## src/common/anpr_defs.vh

```
// constants for the next page register bank
`ifndef ANPR_DEFS_VH
`define ANPR_DEFS_VH
// register offsets (5-bit management address)
`define ANPR_ADDR_LOCAL      5'h07
`define ANPR_ADDR_PARTNER    5'h08
`define ANPR_ADDR_EXPANSION  5'h06
// field positions of a next page word
`define ANPR_BIT_MORE        15
`define ANPR_BIT_RSVD        14
`define ANPR_BIT_MSG         13
`define ANPR_BIT_COMPLY_ACK_FLAG        12
`define ANPR_BIT_TOGGLE      11
`define ANPR_CODE_HI         10
`define ANPR_CODE_LO         0
// expansion register page received position
`define ANPR_BIT_PAGE_RX     1
// reset values
`define ANPR_RST_LOCAL       16'h2001
`define ANPR_RST_PARTNER     16'h0000
`define ANPR_RST_EXPANSION   16'h0000
`endif

```

## src/anpr_word_pack.v

```verilog
// packs the outgoing next page word from its fields
`timescale 1ns/1ps
`include "anpr_defs.vh"
module anpr_word_pack (
  // fields
  input  wire        more_pages_flag,
  input  wire        message_page_flag,
  input  wire        comply_ack_flag,
  input  wire        toggle_flag,
  input  wire [10:0] code_field,
  // packed word
  output wire [15:0] word
);
  // reserved position is always driven low on the wire
  assign word = {more_pages_flag, 1'b0, message_page_flag, comply_ack_flag,
                 toggle_flag, code_field};
endmodule // anpr_word_pack

```

## src/anpr_regs.v

```verilog
// next page transmit and link partner next page register bank
`timescale 1ns/1ps
`include "anpr_defs.vh"
module anpr_regs (
  // clock and reset
  input  wire        clk,
  input  wire        sys_rst,
  // management register port
  input  wire [4:0]  mgmt_addr,
  input  wire [15:0] mgmt_wdata,
  input  wire        mgmt_wr,
  input  wire        mgmt_rd,
  output reg  [15:0] mgmt_rdata,
  // arbitration side
  input  wire        base_word_sent,
  input  wire        base_word_bit11,
  input  wire        page_sent,
  input  wire        partner_word_valid,
  input  wire [15:0] partner_word,
  // outgoing next page word
  output reg  [15:0] tx_next_page_word,
  output reg         page_received
);

  // layout: field registers for the local word and the partner word, the
  // latching page flag, then registered outputs; every field register and the
  // flag has its own next value so the capture strobes stay easy to follow
  // partner fields are stored apart, bit 14 is never stored at all

  // reset images; every field default is cut from these
  localparam [15:0] RST_LOCAL   = `ANPR_RST_LOCAL;
  localparam [15:0] RST_PARTNER = `ANPR_RST_PARTNER;
  localparam [15:0] RST_EXPANS  = `ANPR_RST_EXPANSION;

  // local word fields, written by management
  reg         more_q;
  reg         msg_q;
  reg         comply_ack_flag_q;
  reg  [10:0] code_q;

  // transmit toggle; software cannot write it, the line events drive it
  reg         toggle_q;

  // partner word fields, loaded together from the line side
  reg         p_more_q;
  reg         p_msg_q;
  reg         p_comply_ack_flag_q;
  reg         p_toggle_q;
  reg  [10:0] p_code_q;

  // latching page received flag behind the expansion register
  reg         page_rx_q;

  // next values of the local fields
  reg         more_d;
  reg         msg_d;
  reg         comply_ack_flag_d;
  reg  [10:0] code_d;
  reg         toggle_d;

  // next values of the partner fields and the flag
  reg         p_more_d;
  reg         p_msg_d;
  reg         p_comply_ack_flag_d;
  reg         p_toggle_d;
  wire [10:0] p_code_d;
  reg         page_rx_d;

  // read path and packed words
  reg  [15:0] rdata_d;
  wire [15:0] packed_word;
  wire [15:0] partner_view;
  wire [10:0] rx_code;

  // address match helper used by several decodes
  // full five-bit compare, so aliases of the offsets never hit
  function hit;
    input [4:0] a;
    input [4:0] b;
    begin
      hit = (a == b);
    end
  endfunction

  // field pickers, shared by the write path and the partner capture
  // one definition of each position keeps both words in step
  function pick_more;
    input [15:0] w;
    begin
      pick_more = w[`ANPR_BIT_MORE];
    end
  endfunction

  function pick_msg;
    input [15:0] w;
    begin
      pick_msg = w[`ANPR_BIT_MSG];
    end
  endfunction

  function pick_comply_ack_flag;
    input [15:0] w;
    begin
      pick_comply_ack_flag = w[`ANPR_BIT_COMPLY_ACK_FLAG];
    end
  endfunction

  function pick_toggle;
    input [15:0] w;
    begin
      pick_toggle = w[`ANPR_BIT_TOGGLE];
    end
  endfunction

  function [10:0] pick_code;
    input [15:0] w;
    begin
      pick_code = w[`ANPR_CODE_HI:`ANPR_CODE_LO];
    end
  endfunction

  // strobes qualified by address
  // writes to the partner or expansion offsets change nothing
  wire wr_local   = mgmt_wr & hit(mgmt_addr, `ANPR_ADDR_LOCAL);
  wire rd_local   = mgmt_rd & hit(mgmt_addr, `ANPR_ADDR_LOCAL);
  wire rd_partner = mgmt_rd & hit(mgmt_addr, `ANPR_ADDR_PARTNER);
  wire rd_expans  = mgmt_rd & hit(mgmt_addr, `ANPR_ADDR_EXPANSION);

  // local fields hold unless the local word is written;
  // toggle and reserved bit 14 are never taken from write data
  always @*
  begin
    more_d = more_q;
    msg_d  = msg_q;
    comply_ack_flag_d = comply_ack_flag_q;
    code_d = code_q;
    if (wr_local)
    begin
      more_d = pick_more(mgmt_wdata);
      msg_d  = pick_msg(mgmt_wdata);
      comply_ack_flag_d = pick_comply_ack_flag(mgmt_wdata);
      code_d = pick_code(mgmt_wdata);
    end
  end

  // toggle: base word seeds it, every sent page flips it;
  // base wins if both land together, since it restarts the exchange
  always @*
  begin
    toggle_d = toggle_q;
    if (base_word_sent)
      toggle_d = ~base_word_bit11;
    else if (page_sent)
      toggle_d = ~toggle_q;
  end

  // partner flags share one strobe so a read never mixes two words
  always @*
  begin
    p_more_d   = p_more_q;
    p_msg_d    = p_msg_q;
    p_comply_ack_flag_d   = p_comply_ack_flag_q;
    p_toggle_d = p_toggle_q;
    if (partner_word_valid)
    begin
      p_more_d   = pick_more(partner_word);
      p_msg_d    = pick_msg(partner_word);
      p_comply_ack_flag_d   = pick_comply_ack_flag(partner_word);
      p_toggle_d = pick_toggle(partner_word);
    end
  end

  // received code bits, one capture mux per bit under the same strobe
  assign rx_code = pick_code(partner_word);

  genvar gi;
  generate
    for (gi = 0; gi < 11; gi = gi + 1)
    begin : g_code
      assign p_code_d[gi] = partner_word_valid ? rx_code[gi]
                                               : p_code_q[gi];
    end
  endgenerate

  // latching page received: a new word wins over the clearing read,
  // otherwise a page landing in the read cycle would be lost unseen
  always @*
  begin
    page_rx_d = page_rx_q;
    if (rd_expans)
      page_rx_d = 1'b0;
    if (partner_word_valid)
      page_rx_d = 1'b1;
  end

  // read data mux; unmapped addresses and idle cycles read zero
  // registered below, so the data stand only in the cycle after the strobe
  always @*
  begin
    rdata_d = 16'h0000;
    if (rd_local)
      rdata_d = packed_word;
    else if (rd_partner)
      rdata_d = partner_view;
    else if (rd_expans)
    begin
      rdata_d                    = RST_EXPANS;
      rdata_d[`ANPR_BIT_PAGE_RX] = page_rx_q;
    end
  end

  // outgoing word assembly
  anpr_word_pack u_pack (
    .more_pages_flag   (more_q),
    .message_page_flag (msg_q),
    .comply_ack_flag   (comply_ack_flag_q),
    .toggle_flag       (toggle_q),
    .code_field        (code_q),
    .word              (packed_word)
  );

  // partner register image; the same packer keeps bit 14 low on read
  anpr_word_pack u_partner_pack (
    .more_pages_flag   (p_more_q),
    .message_page_flag (p_msg_q),
    .comply_ack_flag   (p_comply_ack_flag_q),
    .toggle_flag       (p_toggle_q),
    .code_field        (p_code_q),
    .word              (partner_view)
  );

  // local flags; defaults give a valid message page after reset
  always @(posedge clk)
  begin
    if (sys_rst)
    begin
      more_q <= RST_LOCAL[`ANPR_BIT_MORE];
      msg_q  <= RST_LOCAL[`ANPR_BIT_MSG];
      comply_ack_flag_q <= RST_LOCAL[`ANPR_BIT_COMPLY_ACK_FLAG];
    end
    else
    begin
      more_q <= more_d;
      msg_q  <= msg_d;
      comply_ack_flag_q <= comply_ack_flag_d;
    end
  end

  // local code field
  always @(posedge clk)
  begin
    if (sys_rst)
      code_q <= RST_LOCAL[`ANPR_CODE_HI:`ANPR_CODE_LO];
    else
      code_q <= code_d;
  end

  // transmit toggle
  always @(posedge clk)
  begin
    if (sys_rst)
      toggle_q <= RST_LOCAL[`ANPR_BIT_TOGGLE];
    else
      toggle_q <= toggle_d;
  end

  // partner flags
  always @(posedge clk)
  begin
    if (sys_rst)
    begin
      p_more_q   <= RST_PARTNER[`ANPR_BIT_MORE];
      p_msg_q    <= RST_PARTNER[`ANPR_BIT_MSG];
      p_comply_ack_flag_q   <= RST_PARTNER[`ANPR_BIT_COMPLY_ACK_FLAG];
      p_toggle_q <= RST_PARTNER[`ANPR_BIT_TOGGLE];
    end
    else
    begin
      p_more_q   <= p_more_d;
      p_msg_q    <= p_msg_d;
      p_comply_ack_flag_q   <= p_comply_ack_flag_d;
      p_toggle_q <= p_toggle_d;
    end
  end

  // partner code field
  always @(posedge clk)
  begin
    if (sys_rst)
      p_code_q <= RST_PARTNER[`ANPR_CODE_HI:`ANPR_CODE_LO];
    else
      p_code_q <= p_code_d;
  end

  // page received flag
  always @(posedge clk)
  begin
    if (sys_rst)
      page_rx_q <= RST_EXPANS[`ANPR_BIT_PAGE_RX];
    else
      page_rx_q <= page_rx_d;
  end

  // read data output, straight from a flop
  always @(posedge clk)
  begin
    if (sys_rst)
      mgmt_rdata <= 16'h0000;
    else
      mgmt_rdata <= rdata_d;
  end

  // outgoing word; lags its fields by one cycle, a cost of the flopped output
  always @(posedge clk)
  begin
    if (sys_rst)
      tx_next_page_word <= RST_LOCAL;
    else
      tx_next_page_word <= packed_word;
  end

  // flag pin mirrors the internal flag so pin and register never disagree
  always @(posedge clk)
  begin
    if (sys_rst)
      page_received <= RST_EXPANS[`ANPR_BIT_PAGE_RX];
    else
      page_received <= page_rx_d;
  end

endmodule // anpr_regs

```

## config.mk

```make
export PLATFORM = sky130hd
export DESIGN_NAME = anpr_regs
export DESIGN_NICKNAME = d
export VERILOG_FILES = /design/src/anpr_word_pack.v /design/src/anpr_regs.v
export VERILOG_INCLUDE_DIRS = /design/src /design/src/common
export SDC_FILE = /design/constraint.sdc
export NUM_CORES = 1
export LEC_CHECK = 0
export BUFFER_PORTS_ARGS = -buffer_cell sky130_fd_sc_hd__clkbuf_2
export CAP_MARGIN = 20
export CORE_ASPECT_RATIO = 2
export CORE_MARGIN = 2
export CORE_UTILIZATION = 30
export CTS_BUF_LIST = sky130_fd_sc_hd__clkbuf_8
export DETAILED_ROUTE_END_ITERATION = 8
export PLACE_DENSITY_LB_ADDON = 0.08
export SLEW_MARGIN = 15
export SYNTH_ARGS = -nofsm -noshare
export SYNTH_HDL_FRONTEND = slang
export SYNTH_HIERARCHICAL = 1
export SYNTH_SLANG_ARGS = --single-unit
```

## constraint.sdc

```tcl
create_clock -name clk -period 1.9 [get_ports clk]
set_clock_uncertainty 0.05 [all_clocks]
set_input_delay 0.285 -clock clk [delete_from_list [all_inputs] [get_ports clk]]
set_output_delay 0.285 -clock clk [all_outputs]
set_load 0.005 [all_outputs]
```

# After elaboration in Yosys (flattened, before gate mapping)

Index checks and enable logic that the tools add are counted.

Output and inout bits: 33
Logic and storage cells: 34
Input port bits: 45
Register bits: 63

Bitwise operators: 6
Multiplexer cells: 7
Reductions and logical operators: 3
Eq/ne operators: 3

Operator list:

| cell                                          | count |
|---|---|
| two-way mux 16 bit                            | 2 |
| == test 5 x 3 -> 1 bit, second input constant | 2 |
| == test 5 x 4 -> 1 bit, second input constant | 1 |
| AND 1 bit                                     | 4 |
| two-way mux 1 bit                             | 4 |
| nonzero test 2 bit                            | 2 |
| OR reduction 3 bit                            | 1 |
| two-way mux 2 bit                             | 1 |
| inverter 1 bit                                | 2 |

# Logic depth before layout (Yosys ltp)

Gate-level depths: netlist (run 1).

Depth in word-level cells: 5
Mapped depth: 5
Depth with buffers taken out: 3

# Cells and area by module

Netlist (run 1), hierarchy kept.

By module, submodules not included:

| module         | area each (sq um) | instances | cells each |
|---|---|---|---|
| anpr_regs      | 2,245.9           | 1         | 200 |
| anpr_word_pack | 123.9             | 2         | 17 |

# Least setup slack after synthesis (run 1)

OpenSTA, ideal clock, no wires.

Kind: input-to-reg
Start: input port mgmt_addr[3]
End: register code_q[0]
Setup time: 0.072 ns
Path buffers: 2
Data arrival time: 1.202 ns
Setup slack: 0.577 ns
Data required time: 1.778 ns
Stages on the path: 5
Cell sequence: and4bb_4 and3_1 buf_6 buf_12 mux2i_1

Cells in the longest elaborated chain, start to end: 2

Ends and longest elaborated chain:

| element                | line            | text |
|---|---|---|
| start, declared        | anpr_regs.v:9   | `input wire [4:0] mgmt_addr,` |
| == test 5 x 3 -> 1 bit | anpr_regs.v:81  | `hit = (a == b);` |
| AND 1 bit              | anpr_regs.v:124 | `` wire wr_local = mgmt_wr & hit(mgmt_addr, `ANPR_ADDR_LOCAL); `` |
| end signal, assigned   | anpr_regs.v:253 | `` code_q <= RST_LOCAL[`ANPR_CODE_HI:`ANPR_CODE_LO]; `` |
| end signal, assigned   | anpr_regs.v:255 | `code_q <= code_d;` |
| end, declared          | anpr_regs.v:39  | `reg [10:0] code_q;` |

No other way between the ends.
A chain may end at the register's enable or synchronous reset.

# Worst setup path in the final report (run 1)

Start: register page_received
End: output port page_received

RTL lines:

| element                | line            | text |
|---|---|---|
| start, declared        | anpr_regs.v:22  | `output reg page_received` |
| start signal, assigned | anpr_regs.v:326 | `` page_received <= RST_EXPANS[`ANPR_BIT_PAGE_RX]; `` |
| start signal, assigned | anpr_regs.v:328 | `page_received <= page_rx_d;` |

No word-level cell between the ends.

==> results.sh, run 1 <==
export IMPL_clockBufferDepth=2
export IMPL_portBuffers=74
export IMPL_postCtsSetupBuffers=0
export IMPL_max_freq_mhz=868
export IMPL_die_y_um=133
export IMPL_path_class="reg -> out"
export IMPL_synth_top_cell_area_share_pct=50.6
export IMPL_gr_usage_all_layers_pct=12.6
export IMPL_h_tree_depth=3
export IMPL_vias_per_cell=4.18
export IMPL_dp_cells=366
export IMPL_post_cts_resized=0
export IMPL_nets=324
export IMPL_antenna_cells=0
export IMPL_crit_path_cell_trace="clkbuf_2"
export IMPL_synth_fp_nets=279
export IMPL_core_area_mm2=0.00817
export IMPL_ys_warn_count=6
export IMPL_tightest_slew_ns=0.588
export IMPL_drv_slew=0
export IMPL_numCtsBuffers=9
export IMPL_synth_cells=234
export IMPL_fin_ws_ns=0.748
export IMPL_cts_hold_buffers=0
export IMPL_finalSetupTns_ns=0
export IMPL_fin_crit_sh_pct=60.6
export IMPL_cp_start_kind="flop"
export IMPL_setup_viol=0
export IMPL_hold_path_class="in -> reg"
export IMPL_cts_sink_count=63
export IMPL_grt_pass1_vias=1609
export IMPL_clkTransAtPathRegs_ns=0.07
export IMPL_drtIter0Drc=63
export IMPL_worstPathMaxFanout=3
export IMPL_rows=47
export IMPL_avgSynthCellArea_um2=10.7
export IMPL_grt_max_degree=65
export IMPL_end_kind="output port"
export IMPL_relSlewSlack_pct=60.8
export IMPL_yosysSeqAreaShare_pct=50.6
export IMPL_io_pin_count=78
export IMPL_die_width_um=68.5
export IMPL_hold_slack_ns=0.0830
export IMPL_cts_tree="yes"
export IMPL_start_util_pct=30.5
export IMPL_fp_dieArea_mm2=0.00910
export IMPL_stdcell_count=382
export IMPL_cts_root_buf="clkbuf_8"
export IMPL_drt_pass1_iter_count=4
export IMPL_arrival_ns=0.82
export IMPL_fillers=863
export IMPL_hpwl_um=3690
export IMPL_layout_commonest_cell="clkbuf_2"
export IMPL_synth_area_leader_cell="dfxtp_1"
export IMPL_mostFrequentLayoutCells="clkbuf_2, dfxtp_1, mux2i_1, nand2b_1, nor2_1"
export IMPL_grt_pass1_wl_um=8110
export IMPL_cap_violations=0
export IMPL_ir_drop_mv=0.484
export IMPL_syn_cell_area_mm2=0.00249
export IMPL_ys_types=28
export IMPL_critical_path_slowest_cell="dfxtp_1"
export IMPL_ys_ff_latch=63
export IMPL_leakage_nw=1.29
export IMPL_worstPathRequired_ns=1.56
export IMPL_drc=0
export IMPL_min_period_ns=1.15
export IMPL_layout_drive_gt1_share_pct=38.7
export IMPL_wire_per_inst_um=13.6
export IMPL_synthToLayoutAreaGrowth_pct=16.2
export IMPL_vias=1595
export IMPL_routed_wl_um=5210
export IMPL_powerDensity_mw_per_mm2=883
export IMPL_gp_congestion=0.716
export IMPL_synth_top_cells_by_area="dfxtp_1, mux2i_1, buf_4, nand2b_1, a22o_2"
export IMPL_status="complete, no violations"
export IMPL_final_hold_viol_count=0
export IMPL_worst_path_buf_inv=1
export IMPL_cp_slowest_stage_delay_ns=0.36
export IMPL_critPathTopFamily="flip-flops"
export IMPL_antenna_found_initial=0
export IMPL_dp_slack_ns=0.446
export IMPL_ant_nets=0
export IMPL_overflow=0
export IMPL_rsz0062_at_grt="no"
export IMPL_clk_latency_ns=0.33
## where the power goes
group	internal (mW)	switching [mW]	total, mW	leakage [nW]
combinational	0.0832	0.0730	0.156	0.682
sequential	1.35	0.0143	1.36	0.512
clock	0.531	0.507	1.04	0.0977
total	1.96	0.595	2.56	1.29
## cells by family after synthesis
logic type | count (synthesis) | share of synthesized area [%]
simple gates | 73 | 16.8
flops | 63 | 50.6
buf+inv | 47 | 13.5
mux | 29 | 11.6
compound gates | 19 | 6.87
other cells | 2 | 0.301
xor+xnor | 1 | 0.351
## cell usage after synthesis
cell type	count
buf_2	4
xor2_1	1
buf_12	1
and3_1	1
nor2b_1	14
nand2b_1	24
nand3_1	5
and3b_2	1
a22o_2	12
o211ai_1	1
a221oi_1	1
clkbuf_1	3
conb_1	2
inv_1	2
a22o_1	1
dfxtp_1	63
nor2_1	22
a311oi_1	1
nor4b_2	1
or2_2	2
buf_4	33
and4bb_4	1
mux2i_1	29
and2_1	2
a211oi_1	1
buf_6	2
buf_1	2
a21oi_1	2
## layer usage
layer / up-vias / GRT usage [%] / share of wire, %
li1: 828 / - / -
met1: 716 / 13.9 / 41
met2: 46 / 19.7 / 51
met3: 5 / 5.44 / 6.2
met4: 0 / 7.00 / 1.8
met5: - / 0 / 0
## stage by stage
| stage | util (%) | total power, mW | cell area [µm²] |
|---|---|---|---|
| 2_1_floorplan | - | 1.51 | 2490 |
| 3_3_place_gp | 33.3 | 1.55 | 2720 |
| 3_5_place_dp | 33.3 | 1.55 | 2720 |
| 4_1_cts | 35.4 | 2.61 | 2900 |
| 5_1_grt | 35.4 | 2.69 | 2900 |
| 6_report | 35.4 | 2.56 | 2900 |
## path summary, 6_finish.rpt
check                  startpoint             to  slack [ns]  cells after the start
hold reg to reg        code_q[10]     code_q[10]        0.42                      2
setup reg to reg    page_received  mgmt_rdata[1]        1.02                      2
setup / recovery    page_received  page_received        0.75                      1
hold / removal    base_word_bit11       toggle_q        0.08                      2
## cell type report
cell class,instances,area [µm²],share of cell area [%]
Multi-Input combinational cell,124,896,30.9
Clock inverter,5,25.0,0.864
Tap cell,98,123,4.23
Timing Repair Buffer,79,433,14.9
Inverter,2,7.51,0.259
Sequential cell,63,1260,43.5
Clock buffer,11,151,5.23
## state kept, by name, summed over array words and instances (netlist names), 11 cells and up
| signal | count |
|---|---|
| mgmt_rdata | 16 |
| tx_next_page_word | 16 |
| code_q | 11 |
| p_code_q | 11 |
Note: power is estimated with default switching activity, not from simulation.
==> run 2, diff against run 1 <==
Settings changed: ABC_AREA from default to 1.
Clock period 1.9 ns to 1 ns, I/O delays scaled along.
==> run 2 against run 1 <==
Die area increased by 3.1%. Via count rose by 27%. Critical endpoint is now mgmt_rdata[8]. Largest power group unchanged. Area after synthesis increased by 3.3%. Cell area is 15% higher.
==> results.sh, run 2 <==
export IMPL_portBuffers=74
export IMPL_die_width_um=69.5
export IMPL_fp_dieArea_mm2=0.00939
export IMPL_layout_drive_gt1_share_pct=40.2
export IMPL_grt_pass1_vias=2123
export IMPL_power_mw=4.90
export IMPL_synth_top_cell_area_share_pct=49.0
export IMPL_min_period_ns=0.988
export IMPL_hold_path_class="in -> reg"
export IMPL_vias=2026
export IMPL_cts_root_buf="clkbuf_8"
export IMPL_avgSynthCellArea_um2=8.36
export IMPL_status="complete, no violations"
export IMPL_synth_cells=308
export IMPL_cts_tree="yes"
export IMPL_synthAdderAreaFrac_pct=0
export IMPL_core_area_mm2=0.00829
export IMPL_mostFrequentLayoutCells="clkbuf_2, nor2_1, dfxtp_1, nand2_1, inv_1"
export IMPL_finalInstanceArea_mm2=0.00333
export IMPL_synthToLayoutAreaGrowth_pct=29.4
export IMPL_dp_cells=452
export IMPL_clkTransAtPathRegs_ns=0.06
export IMPL_synth_compound_area_share_pct=11.7
export IMPL_largestRegisters="mgmt_rdata (16), tx_next_page_word (16)"
export IMPL_placed_area_mm2=0.00291
export IMPL_yosysMostFrequentCell="nor2_1"
export IMPL_setup_viol=0
export IMPL_clk_latency_ns=0.35
export IMPL_cp_slowest_stage_delay_ns=0.33
export IMPL_ant_nets=0
export IMPL_path_class="reg -> out"
export IMPL_critPathTopFamily="flip-flops"
export IMPL_synthMuxAreaShare_pct=0
export IMPL_rsz0062_at_grt="yes"
export IMPL_cap_violations=0
export IMPL_arrival_ns=0.79
export IMPL_ys_warn_count=6
export IMPL_drtIter0Drc=136
export IMPL_cts_sink_count=63
export IMPL_multi_input_area_um2=882
export IMPL_synth_top_flop_cell="dfxtp_1"
export IMPL_post_synth_and_or_nand_nor_area_fraction_pct=22.0
export IMPL_vias_per_cell=4.13
export IMPL_max_freq_mhz=1010
export IMPL_gp_congestion=0.767
export IMPL_routed_wl_um=5810
export IMPL_wire_per_inst_um=11.8
export IMPL_synth_fp_nets=353
export IMPL_regArea_mm2=0.00128
export IMPL_synth_top_family_by_area="simple AND/OR/NAND/NOR gates"
export IMPL_worstPathMaxFanout=1
export IMPL_nets=434
export IMPL_fin_crit_sh_pct=98.8
export IMPL_h_tree_depth=3
export IMPL_worstPathRequired_ns=0.80
export IMPL_drt_pass1_iter_count=4
export IMPL_worst_path_buf_inv=1
export IMPL_antenna_cells=0
export IMPL_start_util_pct=31.1
export IMPL_layout_commonest_cell="clkbuf_2"
export IMPL_critical_path_slowest_cell="dfxtp_2"
export IMPL_hold_slack_ns=0.00977
export IMPL_fillers=878
export IMPL_end_kind="output port"
export IMPL_numCtsBuffers=9
export IMPL_rows=47
export IMPL_stdcell_count=491
export IMPL_grt_max_degree=45
export IMPL_grt_pass1_wl_um=10000
export IMPL_hpwl_um=4350
export IMPL_cp_start_kind="flop"
export IMPL_powerDensity_mw_per_mm2=1470
export IMPL_overflow=0
export IMPL_synth_top_cells_by_area="dfxtp_1, nor2_1, buf_4, o21ai_2, o21ai_0"
export IMPL_netlist_top_cells_count="nor2_1, dfxtp_1, buf_4"
export IMPL_drc=0
export IMPL_io_pin_count=78
export IMPL_final_hold_viol_count=0
export IMPL_synth_area_leader_cell="dfxtp_1"
export IMPL_die_y_um=135
export IMPL_antenna_found_initial=0
export IMPL_leakage_nw=1.53
export IMPL_syn_cell_area_mm2=0.00257
export IMPL_ir_drop_mv=0.634
export IMPL_yosysSeqAreaShare_pct=49.0
export IMPL_gr_usage_all_layers_pct=13.9
export IMPL_clockBufferDepth=2
export IMPL_ys_types=26
export IMPL_crit_path_cell_trace="clkbuf_2"
export IMPL_ys_ff_latch=63
export IMPL_async_flop_share_pct=0
export IMPL_synth_edf_count=0
export IMPL_drv_slew=0
export IMPL_synth_xor_area_share_pct=0.340
-- run 2: cell types whose count changed after synthesis, moves of 21 or more --
cell      delta
inv_1       +21
mux2i_1     -29
nand2_1     +29
nand2b_1    -24
nor2_1      +50
o21ai_0     +22
-- run 2: stage by stage --
stage | TNS (ns) | util [%] | worst slack, ns
finish | 0 | 40.2 | 0.0117
global route | -0.0888 | 40.2 | -0.0272
CTS | -0.0205 | 40.0 | -0.0138
detailed placement | -3.79 | 35.1 | -0.173
global placement | -3.43 | 35.1 | -0.163
floorplan | 0 | - | 0.0540
-- run 2: area by class of cell --
class / instances / area share, %
timing repair buffer: 114 / 23.6
multi-input combinational: 175 / 26.5
clock inverter: 5 / 0.601
tap: 98 / 3.68
sequential: 63 / 38.4
inverter: 26 / 3.08
clock buffer: 10 / 4.13
-- run 2: routing by layer --
| layer | vias up | global-route usage [%] | part of all wire [%] |
|---|---|---|---|
| met5 | - | 0 | 0 |
| met4 | 0 | 7.19 | 2.5 |
| met3 | 11 | 4.40 | 5.2 |
| met2 | 57 | 24.0 | 52 |
| met1 | 885 | 15.0 | 41 |
| li1 | 1073 | - | - |
-- run 2: final timing paths --
path                                              to  slack, ns  depth (start not counted)           from
worst max-delay path                   mgmt_rdata[8]       0.01                          1  mgmt_rdata[8]
worst min-delay path                       code_q[1]       0.01                          3  mgmt_wdata[1]
worst max register to register              toggle_q       0.16                          3       toggle_q
worst min register to register  tx_next_page_word[9]       0.39                          2      code_q[9]
-- run 2: cells by family (layout without fill, tap and decap cells) --
group	count (synthesis)	after routing
compound gates	45	45
simple gates	127	127
other cells	2	2
buf+inv	70	155
xor+xnor	1	1
flops	63	63
-- run 2: where the power goes --
group | internal, mW | leakage [nW] | switching [mW]
Sequential | 2.58 | 0.519 | 0.0302
Combinational | 0.234 | 0.913 | 0.217
Clock | 0.912 | 0.0971 | 0.929
-- run 2: repair_timing --
item,4_1_cts,5_1_grt
endpoints found under the hold margin,24,0
setup endpoints to repair,6,17
pin swaps,0,0
gates resized for setup,6,11
hold buffers,24,0
buffers inserted,0,0
==> run 3, diff against run 2 <==
Settings changed: BUFFER_PORTS_ARGS -buffer_cell sky130_fd_sc_hd__clkbuf_2 to default, DONT_BUFFER_PORTS from default to 1.
==> run 3 against run 2 <==
The flow now finishes with violations (negative hold slack). Non-clock buffer count shrank 74. Utilization down 4.5 points. First-iteration DRC count is 32% lower. Flip-flop and latch count unchanged. Critical endpoint is now mgmt_rdata[1]. Largest cell class unchanged.
==> results.sh, run 3 (synthesized netlist as in run 2, its figures left out) <==
export IMPL_reg2reg_slack_ns=0.16
export IMPL_path_class="in -> reg"
export IMPL_post_cts_resized=0
export IMPL_wire_per_inst_um=13.7
export IMPL_cts_tree="yes"
export IMPL_vias=1768
export IMPL_max_freq_mhz=1100
export IMPL_end_kind="flop"
export IMPL_status="finished, violations left"
export IMPL_clockBufferDepth=2
export IMPL_grt_pass1_wl_um=9200
export IMPL_clkTransAtPathRegs_ns=0.06
export IMPL_grt_max_degree=32
export IMPL_start_util_pct=31.1
export IMPL_fin_ws_ns=0.0911
export IMPL_mostFrequentLayoutCells="nor2_1, dfxtp_1, dlygate4sd3_1, nand2_1, inv_1"
export IMPL_violations="negative hold slack"
export IMPL_drtIter0Drc=92
export IMPL_cts_root_buf="clkbuf_8"
export IMPL_hold_slack_ns=-0.173
export IMPL_grt_pass1_vias=1772
export IMPL_hpwl_um=4050
export IMPL_largestRegisters="mgmt_rdata (16), tx_next_page_word (16)"
export IMPL_hold_path_class="in -> reg"
export IMPL_io_pin_count=78
export IMPL_vias_per_cell=4.25
export IMPL_powerDensity_mw_per_mm2=1630
export IMPL_antenna_found_initial=0
export IMPL_die_y_um=135
export IMPL_final_hold_viol_count=44
export IMPL_gp_congestion=0.731
export IMPL_cap_violations=0
export IMPL_min_period_ns=0.909
export IMPL_numCtsBuffers=9
export IMPL_cts_sink_count=63
export IMPL_ant_nets=0
export IMPL_rows=47
export IMPL_intPower_mw=3.73
export IMPL_fillers=883
export IMPL_ir_drop_mv=0.756
export IMPL_worstPathMaxFanout=2
export IMPL_h_tree_depth=3
export IMPL_p_clk_share_pct=39.1
export IMPL_clk_latency_ns=0.33
export IMPL_layout_drive_gt1_share_pct=19.5
export IMPL_portBuffers=0
export IMPL_cp_start_kind="input pin"
export IMPL_swShare_pct=22.7
export IMPL_die_width_um=69.5
export IMPL_drc=0
export IMPL_switchingPower_mw=1.09
export IMPL_synthToLayoutAreaGrowth_pct=15.0
export IMPL_drv_slew=0
export IMPL_comb_power_share_pct=6.8
export IMPL_worstPathRequired_ns=1.18
export IMPL_layout_commonest_cell="nor2_1"
export IMPL_setup_viol=0
export IMPL_seqPwrFrac_pct=54.1
export IMPL_fp_dieArea_mm2=0.00939
export IMPL_gr_usage_all_layers_pct=13.2
export IMPL_dp_slack_ns=-0.0984
export IMPL_nets=360
export IMPL_rsz0062_at_grt="no"
export IMPL_finalSetupTns_ns=0
export IMPL_routed_wl_um=5710
export IMPL_arrival_ns=1.09
export IMPL_leakage_nw=1.19
export IMPL_antenna_cells=0
export IMPL_cts_hold_buffers=31
export IMPL_fin_crit_sh_pct=90.9
export IMPL_core_area_mm2=0.00829
export IMPL_drt_pass1_iter_count=4
export IMPL_overflow=0
==> run 3: changes by cell type in the layout (fill, tap and decap cells not counted), sizes merged <==
cell / delta
clkbuf: -72
buf: -8
dlygate4sd3: +7
inv: -2
==> run 3: routing by layer <==
metal  track usage [%]  wire length, µm  up-vias
met5                 0                0        -
met3              4.63              251        6
met2              22.1             2930       51
met1              14.7             2410      785
met4              6.54              119        0
li1                  -                -      926
==> run 3: layout make-up <==
cell class	instances	area, µm²	area share [%]
clock buffer	11	151	5.11
multi-input combinational	175	882	29.8
tap	98	123	4.14
inverter	26	103	3.47
timing repair buffer	40	428	14.5
clock inverter	3	12.5	0.423
sequential	63	1260	42.6
==> run 3: critical path, cell delays in order <==
cell and delay, ns:
dlygate4sd3_1 0.54, nand2_1 0.14, nand2_1 0.07, nor2_1 0.13
nor2_1 0.06
==> run 3: path summary, 6_finish.rpt <==
| kind | depth (start not counted) | startpoint | to |
|---|---|---|---|
| hold / removal | 1 | sys_rst | page_received |
| setup reg to reg | 4 | code_q[9] | mgmt_rdata[9] |
| hold reg to reg | 2 | code_q[10] | tx_next_page_word[10] |
| setup / recovery | 5 | mgmt_rd | mgmt_rdata[1] |
==> run 3: repair_timing <==
item,in CTS,in global routing
setup buffers,0,0
hold endpoints to repair,59,43
setup endpoints to repair,0,0
==> run 3: per-stage QoR <==
step	std cells	instance area (µm²)	hold slack, ns	utilization [%]	power, mW
3_5_place_dp	371	2490	0.176	30.0	2.89
2_1_floorplan	308	2570	0.213	-	2.92
4_1_cts	416	2960	-0.200	35.7	4.94
6_report	416	2960	-0.173	35.7	4.82
5_1_grt	416	2960	-0.198	35.7	5.09
3_3_place_gp	371	2490	0.174	30.0	2.89
==> run 3: power groups by stage <==
| stage | logic [mW] | clock network, mW | registers, mW |
|---|---|---|---|
| 2_1_floorplan | 0.260 | 0 | 2.66 |
| 3_3_place_gp | 0.226 | 0 | 2.67 |
| 3_5_place_dp | 0.227 | 0 | 2.67 |
| 4_1_cts | 0.333 | 2.00 | 2.61 |
| 5_1_grt | 0.372 | 2.10 | 2.62 |
| 6_report | 0.327 | 1.89 | 2.61 |
